===== config.mk =====
export PLATFORM = sky130hd
export DESIGN_NAME = adcsr_regs
export DESIGN_NICKNAME = d
export VERILOG_FILES = /design/src/verilog/adcsr_sync.v /design/src/verilog/adcsr_mux_decode.v /design/src/verilog/adcsr_regs.v
export VERILOG_INCLUDE_DIRS = /design/src /design/src/verilog
export SDC_FILE = /design/constraint.sdc
export NUM_CORES = 1
export LEC_CHECK = 0
export BUFFER_PORTS_ARGS = -buffer_cell sky130_fd_sc_hd__buf_2
export CELL_PAD_IN_SITES_DETAIL_PLACEMENT = 0
export CELL_PAD_IN_SITES_GLOBAL_PLACEMENT = 2
export CORE_ASPECT_RATIO = 0.9
export CORE_MARGIN = 4
export CORE_UTILIZATION = 29
export CTS_BUF_LIST = sky130_fd_sc_hd__clkbuf_4 sky130_fd_sc_hd__clkbuf_8 sky130_fd_sc_hd__clkbuf_16
export CTS_CLUSTER_DIAMETER = 50
export CTS_CLUSTER_SIZE = 24
export DETAILED_ROUTE_END_ITERATION = 16
export PLACE_DENSITY_LB_ADDON = 0.12
export SYNTH_ARGS = -nofsm -noshare
export SYNTH_HDL_FRONTEND = slang
export SYNTH_SLANG_ARGS = --single-unit
export TNS_END_PERCENT = 1

===== constraint.sdc =====
create_clock -name clk -period 1.5 [get_ports clk]
set_input_delay 0.075 -clock clk [delete_from_list [all_inputs] [get_ports clk]]
set_output_delay 0.075 -clock clk [all_outputs]
set_load 0.02 [all_outputs]

===== src/verilog/adcsr_consts.vh =====
// Purpose: Constants for the converter status, special channel and port block
// Assumes: Avalon-MM word addressing, one register per 32-bit word
// Notes:   Byte address is four times the printed register index
`ifndef ADCSR_CONSTS_VH
`define ADCSR_CONSTS_VH

// =====================================================
// Register indices as printed
`define ADCSR_IDX_SPECIAL_TEST   8'h09
`define ADCSR_IDX_FLAG_STATUS    8'h0b
`define ADCSR_IDX_INPUT_GATE     8'h0d
`define ADCSR_IDX_PIN_READBACK   8'h0f
// Registers of this block's own layout
`define ADCSR_IDX_CONTROL        8'h20
`define ADCSR_IDX_IRQ_STATUS     8'h21
`define ADCSR_IDX_IRQ_MASK       8'h22
`define ADCSR_IDX_MUX_STATE      8'h23

// =====================================================
// Field positions
`define ADCSR_SPECIAL_BIT        0
`define ADCSR_CTRL_FAST_BIT      0
`define ADCSR_IRQ_DONE_BIT       0
`define ADCSR_IRQ_START_BIT      1
`define ADCSR_IRQ_RSVD_BIT       2

// =====================================================
// Reset values
`define ADCSR_RST_SPECIAL        1'b0
`define ADCSR_RST_GATE           8'h00
`define ADCSR_RST_PORT           8'hff
`define ADCSR_RST_FLAGS          8'h00

// =====================================================
// Channel select coding with special channels on
`define ADCSR_SEL_REF_HIGH       3'b100
`define ADCSR_SEL_REF_LOW        3'b101
`define ADCSR_SEL_REF_MID        3'b110

// Mux source codes
`define ADCSR_SRC_PIN            2'b00
`define ADCSR_SRC_REF_HIGH       2'b01
`define ADCSR_SRC_REF_LOW        2'b10
`define ADCSR_SRC_REF_MID        2'b11

// Bus answer latency, in clock cycles
`define ADCSR_WAIT_CYCLES        1

`endif


===== src/verilog/adcsr_sync.v =====
// Purpose: Two-stage synchroniser for the shared input pins
// Assumes: Pins are asynchronous to clk
// Notes:   First stage is read only by the second stage
`timescale 1ns/10ps
module adcsr_sync
(
	input  wire       clk,
	input  wire       reset_n,
	input  wire [7:0] async_in,
	output reg  [7:0] sync_out
);

	reg [7:0] stage1;

	// =====================================================
	// Synchroniser
	always @(posedge clk or negedge reset_n)
	begin
		if (!reset_n)
		begin
			stage1   <= 8'h00;
			sync_out <= 8'h00;
		end
		else
		begin
			stage1   <= async_in;
			sync_out <= stage1;
		end
	end

endmodule // adcsr_sync


===== src/verilog/adcsr_mux_decode.v =====
// Purpose: Decode the channel select into a converter source
// Assumes: Select and special enable come from registers on clk
// Notes:   Reserved codes flag an error, keep the pin source code and select no pin
`timescale 1ns/10ps
`include "adcsr_consts.vh"
module adcsr_mux_decode
(
	input  wire       special_channel_enable,
	input  wire [2:0] channel_select,
	output reg  [1:0] mux_source,
	output reg  [7:0] pin_onehot,
	output reg        reserved_select
);

	// =====================================================
	// Decode
	always @*
	begin
		mux_source      = `ADCSR_SRC_PIN;
		pin_onehot      = 8'h00;
		reserved_select = 1'b0;
		if (!special_channel_enable)
		begin
			pin_onehot = 8'h01 << channel_select;
		end
		else if (channel_select == `ADCSR_SEL_REF_HIGH)
		begin
			mux_source = `ADCSR_SRC_REF_HIGH;
		end
		else if (channel_select == `ADCSR_SEL_REF_LOW)
		begin
			mux_source = `ADCSR_SRC_REF_LOW;
		end
		else if (channel_select == `ADCSR_SEL_REF_MID)
		begin
			mux_source = `ADCSR_SRC_REF_MID;
		end
		else
		begin
			reserved_select = 1'b1;
		end
	end

endmodule // adcsr_mux_decode


===== src/verilog/adcsr_regs.v =====
// Purpose: Status, special channel and port register bank of a converter
// Assumes: Avalon-MM slave, 32-bit data, word address = printed index
// Notes:   Conversion engine and result registers sit outside this block
`timescale 1ns/10ps
`include "adcsr_consts.vh"

// Overview of operation
// - Special enable turns select into reference choice
// - Codes 100/101/110 pick high, low, midpoint
// - Test register reads back special enable bit
// - Done flag x set at conversion x
// - Start register write clears all done flags except those set in that cycle
// - Slow clear: status read then result read
// - Fast clear: result read alone clears flag
// - Status and port data ignore writes
// - Gate bit enables pin digital buffer
// - Enabled pin reads its present level
// - Disabled pin reads as one
// - Reset presets port data to ones
// - Normal select picks pin by value
module adcsr_regs
(
	input  wire        clk,
	input  wire        reset_n,
	input  wire [7:0]  avs_address,
	input  wire        avs_read,
	input  wire        avs_write,
	input  wire [31:0] avs_writedata,
	input  wire [3:0]  avs_byteenable,
	output reg  [31:0] avs_readdata,
	output wire        avs_waitrequest,
	input  wire [7:0]  shared_input_pin,
	input  wire [7:0]  conversion_done,
	input  wire        start_control_write,
	input  wire        result_register_read,
	input  wire [2:0]  result_register_index,
	input  wire [2:0]  channel_select,
	output wire        fast_flag_clear,
	output wire        special_channel_enable,
	output wire [1:0]  mux_source,
	output wire [7:0]  pin_onehot,
	output wire        reserved_select,
	output wire [7:0]  digital_input_enable,
	output wire        irq
);

	// =====================================================
	// State
	reg         special_enable_q;
	reg         fast_clear_q;
	reg  [7:0]  input_gate;
	reg  [7:0]  pin_digital_level;
	reg  [7:0]  conversion_done_flags;
	reg  [7:0]  status_read_armed;
	reg  [2:0]  irq_status;
	reg  [2:0]  irq_mask;
	reg         answered;
	wire [7:0]  pin_sync;
	wire        access;
	wire        take;
	wire        wr_low;
	reg  [7:0]  next_flags;
	reg  [7:0]  next_armed;
	reg  [31:0] next_readdata;
	reg  [2:0]  irq_events;
	wire [7:0]  result_hit;
	reg         sel_special;
	reg         sel_status;
	reg         sel_gate;
	reg         sel_port;
	reg         sel_control;
	reg         sel_irq_status;
	reg         sel_irq_mask;
	reg         sel_mux_state;

	// =====================================================
	// Helpers
	function [7:0] adcsr_onehot;
		input [2:0] idx;
		begin
			adcsr_onehot = 8'h01 << idx;
		end
	endfunction

	function [31:0] adcsr_zext8;
		input [7:0] value;
		begin
			adcsr_zext8 = {24'h0000_00, value};
		end
	endfunction

	// =====================================================
	// Submodules
	adcsr_sync u_sync
	(
		.clk      (clk),
		.reset_n  (reset_n),
		.async_in (shared_input_pin),
		.sync_out (pin_sync)
	);

	adcsr_mux_decode u_decode
	(
		.special_channel_enable (special_enable_q),
		.channel_select         (channel_select),
		.mux_source             (mux_source),
		.pin_onehot             (pin_onehot),
		.reserved_select        (reserved_select)
	);

	// =====================================================
	// Address decode
	// Shared by write, read and arm paths so they never disagree
	always @*
	begin
		sel_special    = 1'b0;
		sel_status     = 1'b0;
		sel_gate       = 1'b0;
		sel_port       = 1'b0;
		sel_control    = 1'b0;
		sel_irq_status = 1'b0;
		sel_irq_mask   = 1'b0;
		sel_mux_state  = 1'b0;
		if (avs_address == `ADCSR_IDX_SPECIAL_TEST)
		begin
			sel_special = 1'b1;
		end
		else if (avs_address == `ADCSR_IDX_FLAG_STATUS)
		begin
			sel_status = 1'b1;
		end
		else if (avs_address == `ADCSR_IDX_INPUT_GATE)
		begin
			sel_gate = 1'b1;
		end
		else if (avs_address == `ADCSR_IDX_PIN_READBACK)
		begin
			sel_port = 1'b1;
		end
		else if (avs_address == `ADCSR_IDX_CONTROL)
		begin
			sel_control = 1'b1;
		end
		else if (avs_address == `ADCSR_IDX_IRQ_STATUS)
		begin
			sel_irq_status = 1'b1;
		end
		else if (avs_address == `ADCSR_IDX_IRQ_MASK)
		begin
			sel_irq_mask = 1'b1;
		end
		else if (avs_address == `ADCSR_IDX_MUX_STATE)
		begin
			sel_mux_state = 1'b1;
		end
	end

	// =====================================================
	// Bus handshake
	// One wait cycle gives a registered read path
	assign access          = avs_read | avs_write;
	assign avs_waitrequest = access & ~answered;
	assign take            = access & answered;
	assign wr_low          = avs_write & take & avs_byteenable[0];

	always @(posedge clk or negedge reset_n)
	begin
		if (!reset_n)
		begin
			answered <= 1'b0;
		end
		else
		begin
			answered <= access & ~answered;
		end
	end

	assign special_channel_enable = special_enable_q;
	assign fast_flag_clear        = fast_clear_q;
	assign digital_input_enable   = input_gate;
	assign result_hit             = result_register_read ?
		adcsr_onehot(result_register_index) : 8'h00;

	// =====================================================
	// Writable registers
	always @(posedge clk or negedge reset_n)
	begin
		if (!reset_n)
		begin
			special_enable_q <= `ADCSR_RST_SPECIAL;
			input_gate       <= `ADCSR_RST_GATE;
			fast_clear_q     <= 1'b0;
			irq_mask         <= 3'b000;
		end
		else if (wr_low)
		begin
			if (sel_special)
			begin
				// Upper bits are not stored; software keeps them zero
				special_enable_q <= avs_writedata[`ADCSR_SPECIAL_BIT];
			end
			else if (sel_gate)
			begin
				input_gate <= avs_writedata[7:0];
			end
			else if (sel_control)
			begin
				fast_clear_q <= avs_writedata[`ADCSR_CTRL_FAST_BIT];
			end
			else if (sel_irq_mask)
			begin
				irq_mask <= avs_writedata[2:0];
			end
		end
	end

	// =====================================================
	// Port data
	// Gated-off pins read one so floating analog levels never leak in
	always @(posedge clk or negedge reset_n)
	begin
		if (!reset_n)
		begin
			pin_digital_level <= `ADCSR_RST_PORT;
		end
		else
		begin
			pin_digital_level <= (pin_sync & input_gate) | ~input_gate;
		end
	end

	// =====================================================
	// Completion flags
	always @*
	begin
		next_flags = conversion_done_flags;
		next_armed = status_read_armed;
		if (start_control_write)
		begin
			next_flags = 8'h00;
			next_armed = 8'h00;
		end
		else if (fast_clear_q)
		begin
			next_flags = next_flags & ~result_hit;
		end
		else
		begin
			next_flags = next_flags & ~(result_hit & status_read_armed);
			next_armed = next_armed & ~result_hit;
		end
		if (avs_read & take & sel_status)
		begin
			// Arm the flags held in the accept cycle, one cycle after this read latched its data
			next_armed = conversion_done_flags;
		end
		// Set wins over any clear in the same cycle
		next_flags = next_flags | conversion_done;
	end

	always @(posedge clk or negedge reset_n)
	begin
		if (!reset_n)
		begin
			conversion_done_flags <= `ADCSR_RST_FLAGS;
			status_read_armed     <= 8'h00;
		end
		else
		begin
			conversion_done_flags <= next_flags;
			status_read_armed     <= next_armed;
		end
	end

	// =====================================================
	// Interrupts
	always @*
	begin
		irq_events                      = 3'b000;
		irq_events[`ADCSR_IRQ_DONE_BIT]  = |conversion_done;
		irq_events[`ADCSR_IRQ_START_BIT] = start_control_write;
		irq_events[`ADCSR_IRQ_RSVD_BIT]  = reserved_select & start_control_write;
	end

	always @(posedge clk or negedge reset_n)
	begin
		if (!reset_n)
		begin
			irq_status <= 3'b000;
		end
		else if (wr_low & sel_irq_status)
		begin
			irq_status <= (irq_status & ~avs_writedata[2:0]) | irq_events;
		end
		else
		begin
			irq_status <= irq_status | irq_events;
		end
	end

	assign irq = |(irq_status & irq_mask);

	// =====================================================
	// Read path
	// Status and port data have no write branch above
	always @*
	begin
		next_readdata = 32'h0000_0000;
		if (sel_special)
		begin
			next_readdata = adcsr_zext8({7'h00, special_enable_q});
		end
		else if (sel_status)
		begin
			next_readdata = adcsr_zext8(conversion_done_flags);
		end
		else if (sel_gate)
		begin
			next_readdata = adcsr_zext8(input_gate);
		end
		else if (sel_port)
		begin
			next_readdata = adcsr_zext8(pin_digital_level);
		end
		else if (sel_control)
		begin
			next_readdata = adcsr_zext8({7'h00, fast_clear_q});
		end
		else if (sel_irq_status)
		begin
			next_readdata = adcsr_zext8({5'h00, irq_status});
		end
		else if (sel_irq_mask)
		begin
			next_readdata = adcsr_zext8({5'h00, irq_mask});
		end
		else if (sel_mux_state)
		begin
			next_readdata = adcsr_zext8({3'h0, reserved_select, mux_source,
				special_enable_q, fast_clear_q});
		end
	end

	always @(posedge clk or negedge reset_n)
	begin
		if (!reset_n)
		begin
			avs_readdata <= 32'h0000_0000;
		end
		else if (avs_read & ~answered)
		begin
			avs_readdata <= next_readdata;
		end
	end

endmodule // adcsr_regs


Word level (Yosys, flattened, before mapping) --
Index checks and enable logic that the tools add are counted.
Word-level totals: register bits 89, logic and storage cells 121, input bits 72, output and inout bits 55
Operators by class: bitwise logic cells 29, reduce and logical (&&, ||, !) cells 6, shifts and indexed selects 2, multiplexer cells 60, equality and inequality tests 12
Operators with widths (count):
- $mux W8 | 11
- $and A8 B8 Y8 | 5
- $mux W1 | 40
- $eq A8 B4 Y1 const B | 4
- $eq A8 B6 Y1 const B | 4
- $not A8 Y8 | 3
- $mux W5 | 4
- $or A8 B8 Y8 | 2
- $shl A1 B3 Y8 const A | 2
- $and A1 B1 Y1 | 9
- $eq A3 B3 Y1 const B | 3
- $mux W2 | 4
- $reduce_or A8 Y1 | 1
- $and A3 B3 Y3 | 2
- $or A3 B3 Y3 | 2
- $reduce_and A5 Y1 | 1
- $not A1 Y1 | 4
- $reduce_and A4 Y1 | 1
- $mux W3 | 1
- $ne A3 B2 Y1 const B | 1
- $not A3 Y3 | 1
- $reduce_and A3 Y1 | 1
- $reduce_or A3 Y1 | 1
- $reduce_and A2 Y1 | 1
- $or A1 B1 Y1 | 1

Logic depth before layout (Yosys ltp) --
depth after elaboration 17, mapped depth 7, depth with buffers taken out 4

Cells and area by module --
Synthesis repeated with hierarchy kept, for this count alone.
Unflattened totals: cell total of the unflattened synthesis 299, area total of the unflattened synthesis 3179.3 um^2
By module, submodules not included:
- adcsr_regs | area an instance 2672.6 um^2, seq. area each 1236.2 um^2, times used 1, cells each 264
- adcsr_sync | area an instance 400.4 um^2, seq. area each 400.4 um^2, times used 1, cells each 16
- adcsr_mux_decode | area an instance 106.4 um^2, seq. area each 0.0 um^2, times used 1, cells each 19

Worst setup path after synthesis --
OpenSTA, ideal clock, no wires.
path type reg-to-reg, start reg special_enable_q, in the netlist special_channel_enable, end reg avs_readdata[4], buffers on the path 1, data arrival time 1.520 ns, data required time 1.424 ns, setup time 0.076 ns, slack -0.097 ns, clock period less this slack 1.597 ns, stages on the path, launching flop included 6, cell sequence dfrtp_1 -> clkbuf_1 -> inv_1 -> a21oi_1 -> a41oi_1 -> o21ai_1
Between the ends: word-level cells in the longest chain between the ends 9
RTL lines:
- start, declared | RTL line adcsr_regs.v:49 | reg special_enable_q;
- start signal, assigned | RTL line adcsr_regs.v:190 | special_enable_q <= `ADCSR_RST_SPECIAL;
- start signal, assigned | RTL line adcsr_regs.v:200 | special_enable_q <= avs_writedata[`ADCSR_SPECIAL_BIT];
- $mux W1 | RTL line adcsr_mux_decode.v:22 | if (!special_channel_enable)
- net reserved_select | RTL line adcsr_regs.v:42 | output wire reserved_select,
- $mux W5 | RTL line adcsr_regs.v:337 | else if (sel_mux_state)
- $mux W5 | RTL line adcsr_regs.v:333 | else if (sel_irq_mask)
- $mux W5 | RTL line adcsr_regs.v:329 | else if (sel_irq_status)
- $mux W5 | RTL line adcsr_regs.v:325 | else if (sel_control)
- $mux W8 | RTL line adcsr_regs.v:321 | else if (sel_port)
- $mux W8 | RTL line adcsr_regs.v:317 | else if (sel_gate)
- $mux W8 | RTL line adcsr_regs.v:313 | else if (sel_status)
- $mux W8 | RTL line adcsr_regs.v:309 | if (sel_special)
- end signal, assigned | RTL line adcsr_regs.v:352 | avs_readdata <= next_readdata;
- end, declared | RTL line adcsr_regs.v:30 | output reg [31:0] avs_readdata,
The timed path passes the listed nets, and every way through them passes these cells. A chain may end at the register's enable or synchronous reset.

Worst setup path in the final report --
start reg special_enable_q, in the netlist special_channel_enable, end out mux_source[1]
Between the ends: word-level cells in the longest chain between the ends 1
RTL lines:
- $mux W2 | RTL line adcsr_mux_decode.v:22
- end, declared | RTL line adcsr_regs.v:40 | output wire [1:0] mux_source,
No other way between the ends.

==> run metrics <==
Max clock buf depth=2; Port-buffer cells=75; Power Dens Cells=1100 mW/mm2; io pins=127; n_diodes=0; die extent in y=107 um; Leak Pwr=2.05 nW; final non-filler cell total=549; Mapped Area=0.00317 mm2; number of flops mapped to enable cells by yosys=0; commonest non-fill, non-tap cell in the layout=buf_2; sequential element share of the synthesized area=0.517; H-tree depth=3; Final Power=a little under 5 mW; Post-layout nets=487; wire length per cell=between 15 and 20 um; Fill cells=1,033; largest net degree at the start of global routing=66; min cycle time layout=approximately 1.4 ns; proportion of netlist area held by the largest area contributor=0.450; DRT antenna net count=0; CP bufs+invs=2; clk slew on worst S/H paths=0.06 ns; synth warn=0; drt drc=0; gp weighted congestion=0.805; register bit total from synthesis=65; crit path max-delay cell type=dfrtp_2; Hold WC Path Type=in -> reg; number of buffers created by CTS=9; Main synth FF type=dfrtp_1; dpl cells=508; Critical Path Max Stage Delay=0.42 ns; vias in the first global route=between 2,000 and 3,000; gr ovfl total=0; Yosys cell types=53; Starting Density=0.303; Yosys top cell by area=dfrtp_1; RSZ-0062 raised after global routing=true; layout cell share with drive strength beyond 1=0.321; row count=35; DP HPWL=6490 um; Max rail drop VDD=0.000759 V; total of max-cap violations=0; Total GRT Usage=0.143; status=completed; Top delay family on crit path=flip-flops; Via density=4.73; Post-Synthesis Cells=296; worst setup margin=0.0648 ns; fin crit share=0.957; Setup crit end kind=output pin; Post-Syn Area per Cell=between 10 and 15 um2; Total Wirelength=8820 um; via count=2,598; crit path kind=reg -> out; most frequent cells in the layout=buf_2, dfrtp_1, conb_1; initial DRC count=180; Root Buffer=clkbuf_16; dpl ws=-0.186 ns; Async SR Flop Fraction=1.00; Die ar.=0.0127 mm2; Core Box Area=0.0105 mm2; Crit path arrival time=1.36 ns; CTS tree=built; initial antenna violation count=0; CP Launch Type=flop; Clock Latency Late Sink=between 0.3 and 0.4 ns; DR pass1 iterations=4; reg2reg setup slack=0.09 ns; clk_skew=~0.0052 ns; crit path max fanout=5; critical path cell sequence=clkbuf_4, nand2_1, a21oi_2, buf_2; first-pass GRT wire length=between 10,000 and 15,000 um; Die Width=118 um; number of clock sinks=65; top post-synthesis cells by area=dfrtp_1, dfstp_2, buf_4, mux2_1, nand2b_1; Final Setup Violations=0; Hold Vio Cnt, Final=0; Slew Limit Fails=0; synthesis-to-finish area growth=38.2%; Crit path required time=~1.4 ns; Max Freq=697 MHz
-- cell families after synthesis --
logic type             count (synthesis)  synth area share
DFF                                   65             0.517
muxes                                 20            0.0699
and+or+nand+nor                      100             0.181
other                                  1           0.00118
buffers and inverters                 42            0.0802
AOI/OAI and AO/OA                     68             0.151
-- cells in the mapped netlist (5+ instances only) --
cell type,n
dfrtp_1,57
o311ai_0,6
mux2i_1,6
a21oi_1,10
nand2b_1,19
a31o_1,10
buf_4,25
nor2_1,15
nor4_1,7
clkbuf_1,10
o21ai_1,12
nand2_1,23
nand3_1,5
nor3_1,5
nor2b_1,5
dfstp_2,8
mux2_1,13
-- state kept, by name (all words and copies together) (netlist names) --
| register | cells |
|---|---|
| answered | 1 |
| avs_readdata | 8 |
| conversion_done_flags | 8 |
| digital_input_enable | 8 |
| fast_flag_clear | 1 |
| irq_mask | 3 |
| irq_status | 3 |
| pin_digital_level | 8 |
| special_channel_enable | 1 |
| status_read_armed | 8 |
| u_sync.stage1 | 8 |
| u_sync.sync_out | 8 |
-- layer usage --
metal  vias to the layer above  global-route usage  share of wire
met2                        69               0.215           0.47
met4                         0              0.0469          0.011
met1                      1257               0.197           0.47
met3                         8              0.0406          0.048
li1                       1264                   -              -
met5                         -                   0              0
-- final timing paths --
kind / cells past startpoint / to / startpoint
hold reg to reg: 0 / u_sync.sync_out[2] / u_sync.stage1[2]
max in group asynchronous: 3 / pin_digital_level[4] / reset_n
min in group asynchronous: 3 / u_sync.stage1[6] / reset_n
hold / removal: 2 / digital_input_enable[2] / avs_writedata[2]
setup reg to reg: 5 / digital_input_enable[4] / answered
setup / recovery: 4 / mux_source[1] / special_channel_enable
-- layout make-up --
| class | instances | area [um2] | area share |
|---|---|---|---|
| Clock buffer | 11 | 240 | 0.0549 |
| Timing Repair Buffer | 123 | 841 | 0.192 |
| Sequential cell | 65 | 1640 | 0.374 |
| Clock inverter | 5 | 105 | 0.0240 |
| Tap cell | 129 | 161 | 0.0369 |
| Multi-Input combinational cell | 212 | 1380 | 0.314 |
| Inverter | 4 | 15.0 | 0.00343 |
-- power breakdown --
part / switching (mW) / leakage [nW] / total [mW] / internal [mW]
clock: 0.764 / 0.163 / 2.42 / 1.66
sequential: 0.0494 / 0.796 / 1.87 / 1.82
combinational: 0.310 / 1.09 / 0.510 / 0.200
-- stage by stage --
stage,TNS (ns),hold WS (ns),util,area [um2]
2_1_floorplan,-0.0512,-0.221,-,3260
6_report,0,0.0121,0.418,4380
3_3_place_gp,-1.50,0.119,0.361,3780
5_1_grt,-0.0161,0.0193,0.418,4380
3_5_place_dp,-1.69,0.122,0.361,3780
4_1_cts,0,0.00837,0.416,4350
-- what timing repair did --
item,4_1_cts,5_1_grt
pin swaps,0,0
buffers inserted,0,3
endpoints found under the setup margin,17,6
hold buffers,22,0
hold endpoints to repair,78,0
resized for setup,3,2
No activity file was read; power rests on OpenSTA's default activity.
